**src/aocal_pkg.sv**
```systemverilog
// Package: register map, field codes and correction constants for the analog output and calibration block
package aocal_pkg;

  // Register byte offsets on the AHB-Lite slave
  localparam logic [7:0] OFF_SETTING  = 8'h00;
  localparam logic [7:0] OFF_OUT_VAL0 = 8'h04;
  localparam logic [7:0] OFF_OUT_VAL1 = 8'h08;
  localparam logic [7:0] OFF_STATUS   = 8'h0C;
  localparam logic [7:0] OFF_CAL_CTRL = 8'h10;
  localparam logic [7:0] OFF_OUT_GN0  = 8'h14;
  localparam logic [7:0] OFF_OUT_GN1  = 8'h18;
  localparam logic [7:0] OFF_OUT_OF0  = 8'h1C;
  localparam logic [7:0] OFF_OUT_OF1  = 8'h20;
  localparam logic [7:0] OFF_OUT_CD0  = 8'h24;
  localparam logic [7:0] OFF_OUT_CD1  = 8'h28;
  localparam logic [2:0] BLK_IN_GAIN  = 3'h2;
  localparam logic [2:0] BLK_IN_OFS   = 3'h3;

  // System setting command word fields
  localparam logic [7:0] SET_RANGE_NUM = 8'h19;
  localparam logic [7:0] CH1_CODE      = 8'h01;
  localparam logic [7:0] CH2_CODE      = 8'h02;
  localparam logic [7:0] RANGE_5V      = 8'h01;
  localparam logic [7:0] RANGE_10V     = 8'h02;

  // Calibration control bits
  localparam int CTRL_SAVED_BIT  = 0;
  localparam int CTRL_REBOOT_BIT = 1;

  // Correction arithmetic
  localparam logic [13:0]        GAIN_SCALE = 14'h2710;
  localparam logic signed [7:0]  OFS_LIMIT  = 8'sh64;
  localparam logic [11:0]        CODE_MAX   = 12'hFFF;
  localparam logic [11:0]        RESET_CODE = 12'h000;
  localparam int                 DIV_STEPS  = 30;

  // Correction engine states
  typedef enum logic [1:0] {
    ENG_IDLE = 2'b01,
    ENG_RUN  = 2'b10
  } eng_t;

  // Clamp a written zero offset into its legal window
  function automatic logic [7:0] clamp_ofs(input logic [15:0] w);
    logic signed [15:0] v;
    v = $signed(w);
    if (v > 16'sd100) begin
      clamp_ofs = OFS_LIMIT;
    end else if (v < -16'sd100) begin
      clamp_ofs = -OFS_LIMIT;
    end else begin
      clamp_ofs = w[7:0];
    end
  endfunction

endpackage

```
**src/gain_divider.sv**
```systemverilog
// Sequential gain stage: value * (10000 + k) / 10000, truncated toward zero
`timescale 1ns/100ps
module gain_divider (
  // Clock and reset
  input  wire logic               sys_clk,
  input  wire logic               rst_b,
  // Request
  input  wire logic               start,
  input  wire logic [11:0]        value,
  input  wire logic signed [15:0] k,
  // Result
  output logic                    done,
  output logic signed [17:0]      quotient
);
  import aocal_pkg::*;

  typedef struct packed {
    logic [29:0] mag;
    logic [13:0] rem;
    logic [4:0]  cnt;
    logic        neg;
    logic        busy;
    logic        done;
  } div_t;

  div_t s_reg, s_next;
  logic signed [16:0] factor;
  logic signed [29:0] prod;
  logic [14:0]        trial;
  logic               ge;

  // Product first, then restoring division by the scale; one quotient bit per clock
  always_comb begin
    factor = $signed({3'b000, GAIN_SCALE}) + 17'(k); // Widened unsigned: the scale's top bit is not a sign
    prod   = 30'($signed({1'b0, value}) * factor);
    trial  = {s_reg.rem, s_reg.mag[29]};
    ge     = (trial >= {1'b0, GAIN_SCALE});
    s_next = s_reg;
    s_next.done = 1'b0;
    if (start && !s_reg.busy) begin
      s_next.mag  = prod[29] ? 30'(-prod) : prod;
      s_next.neg  = prod[29];
      s_next.rem  = '0;
      s_next.cnt  = 5'(DIV_STEPS - 1);
      s_next.busy = 1'b1;
    end else if (s_reg.busy) begin
      s_next.rem = ge ? 14'(trial - {1'b0, GAIN_SCALE}) : trial[13:0];
      s_next.mag = {s_reg.mag[28:0], ge};
      s_next.cnt = s_reg.cnt - 5'h01;
      if (s_reg.cnt == 5'h00) begin
        s_next.busy = 1'b0;
        s_next.done = 1'b1;
      end
    end
  end

  always_ff @(posedge sys_clk or negedge rst_b) begin
    if (!rst_b) begin
      s_reg <= '0;
    end else begin
      s_reg <= s_next;
    end
  end

  // Sign is restored after dividing the magnitude, so rounding is toward zero
  assign done     = s_reg.done;
  assign quotient = s_reg.neg ? -$signed({1'b0, s_reg.mag[16:0]}) : $signed({1'b0, s_reg.mag[16:0]});

  a_div_latency: assert property (@(posedge sys_clk) disable iff (!rst_b)
    (start && !s_reg.busy) |-> ##31 s_reg.done) else $error("gain stage did not finish in 31 cycles");

endmodule

```
**src/offset_saturate.sv**
```systemverilog
// Zero-offset addition followed by clamping to the 12-bit code range
`timescale 1ns/100ps
module offset_saturate (
  // Operands
  input  wire logic signed [17:0] gained,
  input  wire logic signed [7:0]  ofs,
  // Clamped code
  output logic [11:0]             code
);
  import aocal_pkg::*;

  logic signed [18:0] sum;

  // Offset goes on after the gain; the sum is pinned at both ends
  always_comb begin
    sum = 19'(gained) + 19'(ofs);
    if (sum < 19'sd0) begin
      code = RESET_CODE;
    end else if (sum > $signed({7'h00, CODE_MAX})) begin
      code = CODE_MAX;
    end else begin
      code = sum[11:0];
    end
  end

endmodule

```
**src/analog_out_calibration.sv**
```systemverilog
// Analog output range and value control with gain and zero-offset correction of outputs and input readings
`timescale 1ns/100ps
module analog_out_calibration #(
  parameter int NCH = 8
) (
  // Clock and reset
  input  wire logic                   sys_clk,
  input  wire logic                   rst_b,
  // AHB-Lite slave
  input  wire logic                   hsel,
  input  wire logic [31:0]            haddr,
  input  wire logic [1:0]             htrans,
  input  wire logic                   hwrite,
  input  wire logic [2:0]             hsize,
  input  wire logic [31:0]            hwdata,
  input  wire logic                   hready,
  output logic                        hreadyout,
  output logic                        hresp,
  output logic [31:0]                 hrdata,
  // Raw readings from the converter
  input  wire logic                   adc_in_valid,
  input  wire logic [$clog2(NCH)-1:0] adc_in_chan,
  input  wire logic [11:0]            adc_in_raw,
  output logic                        adc_in_ready,
  // Corrected readings
  output logic                        adc_out_valid,
  output logic [$clog2(NCH)-1:0]      adc_out_chan,
  output logic [11:0]                 adc_out_data,
  // Output converter
  output logic [11:0]                 dac_code_0,
  output logic [11:0]                 dac_code_1,
  output logic [1:0]                  range_10v
);
  import aocal_pkg::*;

  localparam int CW = $clog2(NCH);

  typedef struct packed {
    logic                   hready;
    logic                   hresp;
    logic [31:0]            hrdata;
    logic                   rd_pend;
    logic                   wr_pend;
    logic [7:0]             addr;
    logic [15:0]            setting_word;
    logic [1:0]             range_10v;
    logic [1:0][11:0]       set_val;
    logic [1:0][11:0]       dac_code;
    logic [1:0][15:0]       out_gain_st;
    logic [1:0][15:0]       out_gain;
    logic [1:0][7:0]        out_ofs_st;
    logic [1:0][7:0]        out_ofs;
    logic [NCH-1:0][15:0]   in_gain_st;
    logic [NCH-1:0][15:0]   in_gain;
    logic [NCH-1:0][7:0]    in_ofs_st;
    logic [NCH-1:0][7:0]    in_ofs;
    logic [1:0]             dac_pend;
    logic                   adc_pend;
    logic                   adc_ready;
    logic [CW-1:0]          adc_chan;
    logic [11:0]            adc_raw;
    eng_t                   eng;
    logic [1:0]             job;
    logic                   res_valid;
    logic [CW-1:0]          res_chan;
    logic [11:0]            res_data;
    logic                   restart;
  } state_t;

  state_t s_reg, s_next;

  logic               div_start;
  logic [1:0]         sel_job;
  logic [11:0]        op_val;
  logic [15:0]        op_gain;
  logic [7:0]         op_ofs;
  logic               div_done;
  logic signed [17:0] div_q;
  logic [11:0]        corr_code;
  logic [31:0]        rd_word;
  logic [2:0]         ridx;

  // Shared gain stage serves both outputs and every input channel in turn
  gain_divider u_gain (
    .sys_clk  (sys_clk),
    .rst_b    (rst_b),
    .start    (div_start),
    .value    (op_val),
    .k        ($signed(op_gain)),
    .done     (div_done),
    .quotient (div_q)
  );

  // Offset and clamp act on the finished quotient
  offset_saturate u_ofs (
    .gained (div_q),
    .ofs    ($signed(op_ofs)),
    .code   (corr_code)
  );

  // Read data for the register held in the data phase
  always_comb begin
    ridx    = s_reg.addr[4:2];
    rd_word = 32'h0000_0000;
    case (s_reg.addr)
      OFF_SETTING:  rd_word = {16'h0000, s_reg.setting_word};
      OFF_OUT_VAL0: rd_word = {20'h00000, s_reg.set_val[0]};
      OFF_OUT_VAL1: rd_word = {20'h00000, s_reg.set_val[1]};
      OFF_STATUS:   rd_word = {26'h0000000, s_reg.adc_pend, s_reg.dac_pend, s_reg.eng == ENG_RUN, s_reg.range_10v};
      OFF_OUT_GN0:  rd_word = {{16{s_reg.out_gain_st[0][15]}}, s_reg.out_gain_st[0]};
      OFF_OUT_GN1:  rd_word = {{16{s_reg.out_gain_st[1][15]}}, s_reg.out_gain_st[1]};
      OFF_OUT_OF0:  rd_word = {{24{s_reg.out_ofs_st[0][7]}}, s_reg.out_ofs_st[0]};
      OFF_OUT_OF1:  rd_word = {{24{s_reg.out_ofs_st[1][7]}}, s_reg.out_ofs_st[1]};
      OFF_OUT_CD0:  rd_word = {20'h00000, s_reg.dac_code[0]};
      OFF_OUT_CD1:  rd_word = {20'h00000, s_reg.dac_code[1]};
      default: begin
        if (s_reg.addr[7:5] == BLK_IN_GAIN && int'(ridx) < NCH) begin
          rd_word = {{16{s_reg.in_gain_st[ridx][15]}}, s_reg.in_gain_st[ridx]};
        end else if (s_reg.addr[7:5] == BLK_IN_OFS && int'(ridx) < NCH) begin
          rd_word = {{24{s_reg.in_ofs_st[ridx][7]}}, s_reg.in_ofs_st[ridx]};
        end
      end
    endcase
  end

  // Operand selection: a new job picks by priority, a running job keeps its own
  always_comb begin
    if (s_reg.dac_pend[0]) begin
      sel_job = 2'h0;
    end else if (s_reg.dac_pend[1]) begin
      sel_job = 2'h1;
    end else begin
      sel_job = 2'h2;
    end
    div_start = (s_reg.eng == ENG_IDLE) && (s_reg.dac_pend != 2'b00 || s_reg.adc_pend);
    case (div_start ? sel_job : s_reg.job)
      2'h0: begin
        op_val  = s_reg.set_val[0];
        op_gain = s_reg.out_gain[0];
        op_ofs  = s_reg.out_ofs[0];
      end
      2'h1: begin
        op_val  = s_reg.set_val[1];
        op_gain = s_reg.out_gain[1];
        op_ofs  = s_reg.out_ofs[1];
      end
      default: begin
        op_val  = s_reg.adc_raw;
        op_gain = s_reg.in_gain[s_reg.adc_chan];
        op_ofs  = s_reg.in_ofs[s_reg.adc_chan];
      end
    endcase
  end

  // Next state: bus, configuration, restart and correction sequencing
  always_comb begin
    s_next           = s_reg;
    s_next.wr_pend   = 1'b0;
    s_next.res_valid = 1'b0;
    s_next.restart   = 1'b0;
    s_next.hresp     = 1'b0;
    // Read data phase: one wait state so a write just before is already visible
    if (s_reg.rd_pend) begin
      s_next.hrdata  = rd_word;
      s_next.rd_pend = 1'b0;
      s_next.hready  = 1'b1;
    end
    // Correction engine; clearing a pending flag comes before any new request below
    case (s_reg.eng)
      ENG_IDLE: begin
        if (div_start) begin
          s_next.eng = ENG_RUN;
          s_next.job = sel_job;
          if (sel_job != 2'h2) begin
            s_next.dac_pend[sel_job[0]] = 1'b0;
          end
        end
      end
      ENG_RUN: begin
        if (div_done) begin
          s_next.eng = ENG_IDLE;
          if (s_reg.job == 2'h2) begin
            s_next.res_valid = 1'b1;
            s_next.res_chan  = s_reg.adc_chan;
            s_next.res_data  = corr_code;
            s_next.adc_pend  = 1'b0;
          end else begin
            s_next.dac_code[s_reg.job[0]] = corr_code;
          end
        end
      end
      default: begin
        s_next.eng = ENG_IDLE;
      end
    endcase
    // Register writes in the data phase
    if (s_reg.wr_pend) begin
      case (s_reg.addr)
        OFF_SETTING: begin
          s_next.setting_word = hwdata[15:0];
          if (hwdata[23:16] == SET_RANGE_NUM && (hwdata[7:0] == RANGE_5V || hwdata[7:0] == RANGE_10V)) begin
            if (hwdata[15:8] == CH1_CODE) begin
              s_next.range_10v[0] = (hwdata[7:0] == RANGE_10V);
            end else if (hwdata[15:8] == CH2_CODE) begin
              s_next.range_10v[1] = (hwdata[7:0] == RANGE_10V);
            end
          end
        end
        OFF_OUT_VAL0: begin
          s_next.set_val[0]  = hwdata[11:0];
          s_next.dac_pend[0] = 1'b1;
        end
        OFF_OUT_VAL1: begin
          s_next.set_val[1]  = hwdata[11:0];
          s_next.dac_pend[1] = 1'b1;
        end
        OFF_CAL_CTRL: begin
          s_next.restart = hwdata[CTRL_SAVED_BIT] && hwdata[CTRL_REBOOT_BIT];
        end
        OFF_OUT_GN0: s_next.out_gain_st[0] = hwdata[15:0];
        OFF_OUT_GN1: s_next.out_gain_st[1] = hwdata[15:0];
        OFF_OUT_OF0: s_next.out_ofs_st[0]  = clamp_ofs(hwdata[15:0]);
        OFF_OUT_OF1: s_next.out_ofs_st[1]  = clamp_ofs(hwdata[15:0]);
        default: begin
          if (s_reg.addr[7:5] == BLK_IN_GAIN && int'(ridx) < NCH) begin
            s_next.in_gain_st[ridx] = hwdata[15:0];
          end else if (s_reg.addr[7:5] == BLK_IN_OFS && int'(ridx) < NCH) begin
            s_next.in_ofs_st[ridx] = clamp_ofs(hwdata[15:0]);
          end
        end
      endcase
    end
    // Self restart: stored constants become active, outputs return to their start-up state
    if (s_next.restart) begin
      s_next.out_gain  = s_reg.out_gain_st;
      s_next.out_ofs   = s_reg.out_ofs_st;
      s_next.in_gain   = s_reg.in_gain_st;
      s_next.in_ofs    = s_reg.in_ofs_st;
      s_next.range_10v = 2'b00;
      s_next.set_val   = '0;
      s_next.dac_pend  = 2'b11;
    end
    // Raw reading accepted while no reading waits
    if (adc_in_valid && s_reg.adc_ready) begin
      s_next.adc_pend = 1'b1;
      s_next.adc_chan = adc_in_chan;
      s_next.adc_raw  = adc_in_raw;
    end
    s_next.adc_ready = !s_next.adc_pend;
    // Address phase capture
    if (hsel && hready && htrans[1]) begin
      s_next.addr    = haddr[7:0];
      s_next.wr_pend = hwrite;
      s_next.rd_pend = !hwrite;
      s_next.hready  = hwrite;
    end
  end

  // State register; reset gives unity gain, zero offset and the 0-5V range
  always_ff @(posedge sys_clk or negedge rst_b) begin
    if (!rst_b) begin
      s_reg           <= '0;
      s_reg.hready    <= 1'b1;
      s_reg.adc_ready <= 1'b1;
      s_reg.eng       <= ENG_IDLE;
    end else begin
      s_reg <= s_next;
    end
  end

  // Outputs straight from the state register
  assign hreadyout     = s_reg.hready;
  assign hresp         = s_reg.hresp;
  assign hrdata        = s_reg.hrdata;
  assign adc_in_ready  = s_reg.adc_ready;
  assign adc_out_valid = s_reg.res_valid;
  assign adc_out_chan  = s_reg.res_chan;
  assign adc_out_data  = s_reg.res_data;
  assign dac_code_0    = s_reg.dac_code[0];
  assign dac_code_1    = s_reg.dac_code[1];
  assign range_10v     = s_reg.range_10v;

  a_range_to_10v: assert property (@(posedge sys_clk) disable iff (!rst_b)
    (s_reg.wr_pend && s_reg.addr == OFF_SETTING && hwdata[23:0] == 24'h190202)
    |=> range_10v[1] && $stable(range_10v[0])) else $error("channel two range not set to 10V");

  a_range_reset: assert property (@(posedge sys_clk) disable iff (!rst_b)
    s_reg.restart |-> range_10v == 2'b00) else $error("range not 0-5V after restart");

  a_code_held: assert property (@(posedge sys_clk) disable iff (!rst_b)
    !(s_reg.eng == ENG_RUN && div_done && s_reg.job == 2'h0) |=> $stable(dac_code_0))
    else $error("output code changed without a finished correction");

  a_const_deferred: assert property (@(posedge sys_clk) disable iff (!rst_b)
    !s_next.restart |=> $stable(s_reg.in_gain) && $stable(s_reg.in_ofs))
    else $error("input constants changed without a restart");

  a_restart_loads: assert property (@(posedge sys_clk) disable iff (!rst_b)
    (s_reg.wr_pend && s_reg.addr == OFF_CAL_CTRL && hwdata[1:0] == 2'b11)
    |=> s_reg.in_gain == $past(s_reg.in_gain_st) && s_reg.dac_pend != 2'b00)
    else $error("restart did not load stored constants");

  a_out_recompute: assert property (@(posedge sys_clk) disable iff (!rst_b)
    (s_reg.wr_pend && s_reg.addr == OFF_OUT_VAL0) |=> ##[0:70] (div_done && s_reg.job == 2'h0))
    else $error("output value not corrected in time");

  a_ofs_limit: assert property (@(posedge sys_clk) disable iff (!rst_b)
    $signed(s_reg.out_ofs_st[0]) <= OFS_LIMIT && $signed(s_reg.out_ofs_st[0]) >= -OFS_LIMIT)
    else $error("output zero offset outside its window");

  a_neg_clamps: assert property (@(posedge sys_clk) disable iff (!rst_b)
    (s_reg.eng == ENG_RUN && div_done && s_reg.job == 2'h2 && (19'(div_q) + 19'($signed(op_ofs))) < 19'sd0)
    |=> adc_out_valid && adc_out_data == 12'h000) else $error("negative reading not clamped to zero");

  a_bus_okay: assert property (@(posedge sys_clk) disable iff (!rst_b)
    s_reg.rd_pend |=> hreadyout && !hresp) else $error("read data phase not ended after one wait");

  a_range_indep: assert property (@(posedge sys_clk) disable iff (!rst_b)
    (s_reg.wr_pend && s_reg.addr == OFF_SETTING && hwdata[15:8] == CH1_CODE)
    |=> $stable(range_10v[1])) else $error("channel two range moved by a channel one command");

  a_no_reboot: assert property (@(posedge sys_clk) disable iff (!rst_b)
    (s_reg.wr_pend && s_reg.addr == OFF_CAL_CTRL && hwdata[1:0] == 2'b01)
    |=> !s_reg.restart && $stable(s_reg.in_gain)) else $error("restart without the reboot request");

  a_result_pulse: assert property (@(posedge sys_clk) disable iff (!rst_b)
    (s_reg.eng == ENG_RUN && div_done && s_reg.job == 2'h2)
    |=> adc_out_valid && adc_out_data == $past(corr_code)) else $error("corrected reading not delivered");

endmodule

```
**config.mk**
```make
export PLATFORM = sky130hd
export DESIGN_NAME = analog_out_calibration
export DESIGN_NICKNAME = d
export VERILOG_FILES = /design/src/aocal_pkg.sv /design/src/gain_divider.sv /design/src/offset_saturate.sv /design/src/analog_out_calibration.sv
export SDC_FILE = /design/constraint.sdc
export NUM_CORES = 2
export LEC_CHECK = 0
export BUFFER_PORTS_ARGS = -buffer_cell sky130_fd_sc_hd__buf_2
export CAP_MARGIN = 20
export CORE_MARGIN = 1
export CORE_UTILIZATION = 38
export CTS_BUF_LIST = sky130_fd_sc_hd__clkbuf_2 sky130_fd_sc_hd__clkbuf_4 sky130_fd_sc_hd__clkbuf_8
export CTS_CLUSTER_SIZE = 8
export DETAILED_ROUTE_END_ITERATION = 16
export PLACE_DENSITY = 0.63
export SLEW_MARGIN = 20
export SYNTH_ARGS = -nofsm -noshare
export SYNTH_HDL_FRONTEND = slang
export SYNTH_HIERARCHICAL = 1
export SYNTH_SLANG_ARGS = --single-unit
```
**constraint.sdc**
```tcl
create_clock -name sys_clk -period 11.75 [get_ports sys_clk]
set_input_delay 1.7625 -clock sys_clk [delete_from_list [all_inputs] [get_ports sys_clk]]
set_output_delay 1.7625 -clock sys_clk [all_outputs]
set_load 0.1 [all_outputs]
```
After elaboration in Yosys (flattened, before gate mapping) --
Cells that the tools add are included. W data, S select, Z words.
Operators by class: mux-type cells 76, $mul 1, magnitude comparators 12, reductions and logical operators 44, bitwise operators 5, $add $sub $neg 6, eq/ne operators 25
Operators by type and width (number):
- $pmux W32 S10 | 1
- $bwmux W128 | 1
- $mux W49 | 2
- $bmux W16 S3 | 2
- $mux W16 | 6
- $mux W8 | 9
- $bwmux W64 | 1
- $mux W32 | 2
- $mux W12 | 5
- $mux W26 | 2
- $bmux W8 S3 | 2
- $demux W16 S3 | 1
- $eq A8 B5 Y1 const B | 5
- $pmux W16 S2 | 1
- $mul A13 B17 Y30 | 1
- $mux W30 | 1
- $neg A30 Y30 | 1
- $mux W2 | 13
- $bwmux W24 | 1
- $demux W8 S3 | 1
- $eq A8 B6 Y1 const B | 3
- $pmux W12 S2 | 1
- $reduce_bool A2 Y1 | 10
- $add A18 B8 Y19 | 1
- 45 further kinds | 96
Storage, ports and cells: register bits after elaboration 680, input port bits 90, output and inout port bits 77

Depth between registers and ports, before layout --
depth after elaboration 14, mapped depth 37, gate-level depth less buffers 32

By module --
Netlist, hierarchy kept.
Modules (own cells, without submodules):
- analog_out_calibration | instances 1, cells each 2538, sequential area each 15343.5 µm², area an instance 28630.0 µm²
- gain_divider | instances 1, cells each 1374, sequential area each 1301.2 µm², area an instance 11612.4 µm²
- offset_saturate | instances 1, cells each 133, sequential area each 0.0 µm², area an instance 982.2 µm²

Least setup slack after synthesis --
OpenSTA, ideal clock, no wires.
path type reg-to-reg, from reg s_reg[19] (netlist name), to reg u_gain/s_reg[50] (netlist name), setup time 0.125 ns, stages on the path, launching flop included 35, buffers on the path 4, slack 2.872 ns, required time 11.625 ns, clock period less this slack 8.878 ns, arrival 8.754 ns, cell sequence dfstp_2 > nand2b_1 > nor2_1 > a22o_1 > clkbuf_1 > buf_1 > mux2i_1 > a21oi_1 > ha_1 > and3_1 > nor3_1 > nand2b_1 > a31oi_1 > o21a_1 > clkbuf_1 > nand2_1 > fa_1 > fa_1 > inv_1 > fa_1 > fa_1 > inv_1 > fa_1 > inv_1 > ha_1 > clkbuf_1 > a21o_1 > a21o_1 > or3_1 > nor3_2 > nor2_1 > or3_1 > a211oi_1 > mux2i_1 > nand2_1
Between the ends: word-level cells in the longest chain between the ends 10
RTL lines:
- start, declared | line analog_out_calibration.sv:70 | state_t s_reg, s_next;
- start signal, assigned | line analog_out_calibration.sv:267 | s_reg <= s_next;
- $eq A2 B1 Y1 * | line analog_out_calibration.sv:135 | div_start = (s_reg.eng == ENG_IDLE) && (s_reg.dac_pend != 2'b00 || s_reg.adc_pend);
- $logic_and A1 B1 Y1 * | line analog_out_calibration.sv:135
- $mux W2 * | line analog_out_calibration.sv:136 | case (div_start ? sel_job : s_reg.job)
- $eq A2 B1 Y1 or $logic_not A2 Y1 (tied branches) | line analog_out_calibration.sv:136
- $pmux W16 S2 * | line analog_out_calibration.sv:136
- via op_gain[4] | line analog_out_calibration.sv:75 | logic [15:0] op_gain;
- $add A15 B16 Y17 * | line gain_divider.sv:34 | factor = $signed({3'b000, GAIN_SCALE}) + 17'(k);
- $mul A13 B17 Y30 * | line gain_divider.sv:35 | prod = 30'($signed({1'b0, value}) * factor);
- $neg A30 Y30 | line gain_divider.sv:41 | s_next.mag = prod[29] ? 30'(-prod) : prod;
- $mux W30 * | line gain_divider.sv:41
- $mux W49 * | line gain_divider.sv:40 | if (start && !s_reg.busy) begin
- end signal, assigned | line gain_divider.sv:61 | s_reg <= s_next;
- end, declared | line gain_divider.sv:26 | div_t s_reg, s_next;
Mark *: on every way through the listed nets, which the timed path passes. The rest lies on a longest branch. A chain may end at the register's enable or synchronous reset.

Worst setup path in the final report --
from reg s_reg[33] (netlist name), to reg u_gain/s_reg[51] (netlist name)
Between the ends: word-level cells in the longest chain between the ends 8
RTL lines:
- $bmux W16 S3 * | line analog_out_calibration.sv:149 | op_gain = s_reg.in_gain[s_reg.adc_chan];
- $mux W16 (not written as such) * | line analog_out_calibration.sv:149
- $pmux W16 S2 * | line analog_out_calibration.sv:136
- via op_gain[4] | line analog_out_calibration.sv:75
- $add A15 B16 Y17 * | line gain_divider.sv:34
- $mul A13 B17 Y30 * | line gain_divider.sv:35
- $neg A30 Y30 | line gain_divider.sv:41
- $mux W30 * | line gain_divider.sv:41
- $mux W49 * | line gain_divider.sv:40
Mark *: on every way through the listed nets, which the timed path passes. The rest lies on a longest branch. The select of a mux whose other input is x is not followed.

==> metrics <==
Yosys top cell area share 0.402; H-Tree Depth 3; total power approximately 8 mW; row cnt between 100 and 150; DRC viols 0; Sequential Power Share 0.326; CTS Hold Buffers Added 0; Post-synth top flop dfrtp_1; Routed Antenna Nets 0; IO Count 167; clock share of power 0.266; global-route wire length before repair approximately 180 mm; worst skew pair latency between 0.7 and 0.8 ns; Area Overhead vs Synth 9.30%; Worst EP required 12.40 ns; Slowest-stage cell, CP dfrtp_4; startpoint types register; DR vias 29500; number of warnings issued by yosys 6; Post-Synthesis Cell Area between 0.04 and 0.05 sq mm; flops & latches, synth between 600 and 700; Core Area between 0.1 and 0.15 sq mm; Leakage around 22 nW; Slew HR 0.234; max FFs per register approximately 550; synth unique cells 100; worst-margin pin slew roughly 1.1 ns; Die ar. 0.110 sq mm; Filler Cell Count 10400; Seq. cell area between 0.015 and 0.02 sq mm; Post-Synthesis Net Count 4417; EDFF count, synth 0; final WL 112 mm; max-cap viol count 0; Area contributors post-synth dfrtp_1, fa_1, nand2_1, mux2_2, mux4_2; average wire per standard cell approximately 20 um; Multi-input gate area 0.0220 sq mm; crit path capture type register; critical path's largest stage delay between 0.8 and 0.9 ns; layout cells sized above 1 0.207; fmax ~0.1 GHz; VDD IR max roughly 0.22 mV; status finished, final reports clean; Final TNS setup 0 ns; Slew Viols, Final 0; initial antenna violation count 5; total congestion overflow 0; worst hold path startpoint adc_out_chan[1]; area of placed instances ~0.043 sq mm; Final min period roughly 10 ns; TritonCTS clock tree done; hold path endpoint adc_out_chan[1]; Logic pwr share 0.407; number of I/O port buffers 129; ys async rst share 1.00; Post CTS Setup Buffer Count 0; crit-path max FO 26; Crit path top cell by count fa_1; Initial Util 0.384; power density cells about 180 mW/mm^2; Hold Crit Class reg2reg; unrepaired setup endpoints after global routing false; Layout Skew between 0.05 and 0.06 ns; Post-synth top cells nand2_1, dfrtp_1, mux2_2; Clock Sinks 665; CTS resizes 0; Synth area leader dfrtp_1; cell internal pwr about 4.8 mW; sw power approximately 3.3 mW; drt first pass iters 8; final instance area about 0.045 sq mm; depth of the most critical reg-to-reg path 31; most numerous cell in the Yosys netlist nand2_1; Final setup viols 0; NumNets Final 4405; placed insts 5326; Mapped Avg Cell Area between 10 and 15 sq um; Non-Filler Instances about 5500; flop-to-flop setup slack 1.74 ns; die height roughly 330 um; vias per cell roughly 5.3; sequential area share after synthesis 0.404; cts bufs inserted around 110; Crit Path Class reg2reg; drt initial violations 2082; Final Util 0.420; Tot GR Track Use 0.205; vias in the first global route approximately 30000; R2R Path End u_gain/s_reg[51]; maximum clock insertion buffer count 3; pin count of the biggest net entering global routing 180; Crit Reg-Reg Startpoint s_reg[33]; Root Buffer clkbuf_8; WP data arrival 10.66 ns; final hold vios 0; die extent in x between 300 and 400 um; GPL Wtd Cong roughly 0.86; Mapped Cells ~4000; Final HPWL DP ~77 mm; WHS Path Cells 2; Sw Ratio 0.407; fin crit share 0.852; Worst-path clk slew ~0.060 ns
logic make-up (layout without fill, tap and decap cells):
| logic type | after synthesis | in the layout | share of synthesized area |
|---|---|---|---|
| AOI/OAI and AO/OA | 458 | 458 | 0.0748 |
| and+or+nand+nor | 1431 | 1431 | 0.154 |
| other | 1 | 5 | 0.0000910 |
| xor gates and xnor gates | 97 | 97 | 0.0208 |
| muxes | 508 | 508 | 0.163 |
| adders and majority gates | 282 | 282 | 0.120 |
| DFF | 665 | 665 | 0.404 |
| buffers and inverters | 603 | 672 | 0.0643 |
worst max-delay path: cells and delay by family, from the launching register on:
| kind | cells | cell delay, ns |
|---|---|---|
| and+or+nand+nor | 9 | 1.98 |
| AOI/OAI and AO/OA | 9 | 2.58 |
| adders and majority gates | 7 | 3.17 |
| muxes | 1 | 0.60 |
| buffers and inverters | 5 | 0.71 |
| DFF | 1 | 0.84 |
area by class of cell:
type | count | area share
multi-input cells | 2777 | 0.489
flip-flops and latches | 665 | 0.370
clock buffers | 178 | 0.0484
well taps | 1403 | 0.0390
repair buffers | 196 | 0.0265
inverters | 286 | 0.0238
clock inverters | 12 | 0.00297
diodes | 4 | 0.000222
power groups by stage:
stage	Clock [mW]	Sequential (mW)	Combinational (mW)
final	2.14	2.62	3.27
after floorplan	0	2.56	2.65
after detailed placement	0	2.65	3.27
after global placement	0	2.65	3.22
after CTS	2.19	2.61	3.28
after global routing	2.28	2.63	3.59
cells in the final DEF (no fill, tap or decap), drive strengths merged, types with 51 or more instances in the layout:
cell type  instances
clkbuf           178
mux2             311
o21ai             81
buf              196
mux2i            101
fa               189
and2              92
inv              290
xnor2             65
a21oi            110
a22oi             51
ha                93
nand2            957
dfrtp            662
mux4              96
nor2             135
metrics by stage:
| stage | hold WS, ns | setup slack (ns) |
|---|---|---|
| 4_1_cts | 0.467 | 1.69 |
| 3_3_place_gp | 0.454 | 1.88 |
| 3_5_place_dp | 0.459 | 1.74 |
| 5_1_grt | 0.491 | 0.939 |
| 6_report | 0.467 | 1.74 |
| 2_1_floorplan | 0.440 | 2.87 |
how the worst max path moves through the flow:
stage,startpoint,end,depth (start not counted)
floorplan,s_reg[19],u_gain/s_reg[50],34
global placement,s_reg[33],u_gain/s_reg[50],28
detailed placement,s_reg[33],u_gain/s_reg[51],28
CTS,s_reg[33],u_gain/s_reg[51],28
global route,s_reg[33],u_gain/s_reg[51],29
finish,s_reg[33],u_gain/s_reg[51],31
per-layer routing:
layer / up-vias / share of wire / GRT usage
li1: 13500 / - / -
met1: 15000 / 0.45 / 0.287
met2: 846 / 0.46 / 0.328
met3: 179 / 0.059 / 0.0314
met4: 0 / 0.026 / 0.0615
met5: - / 0 / 0
Note: power is estimated with default switching activity, not from simulation.
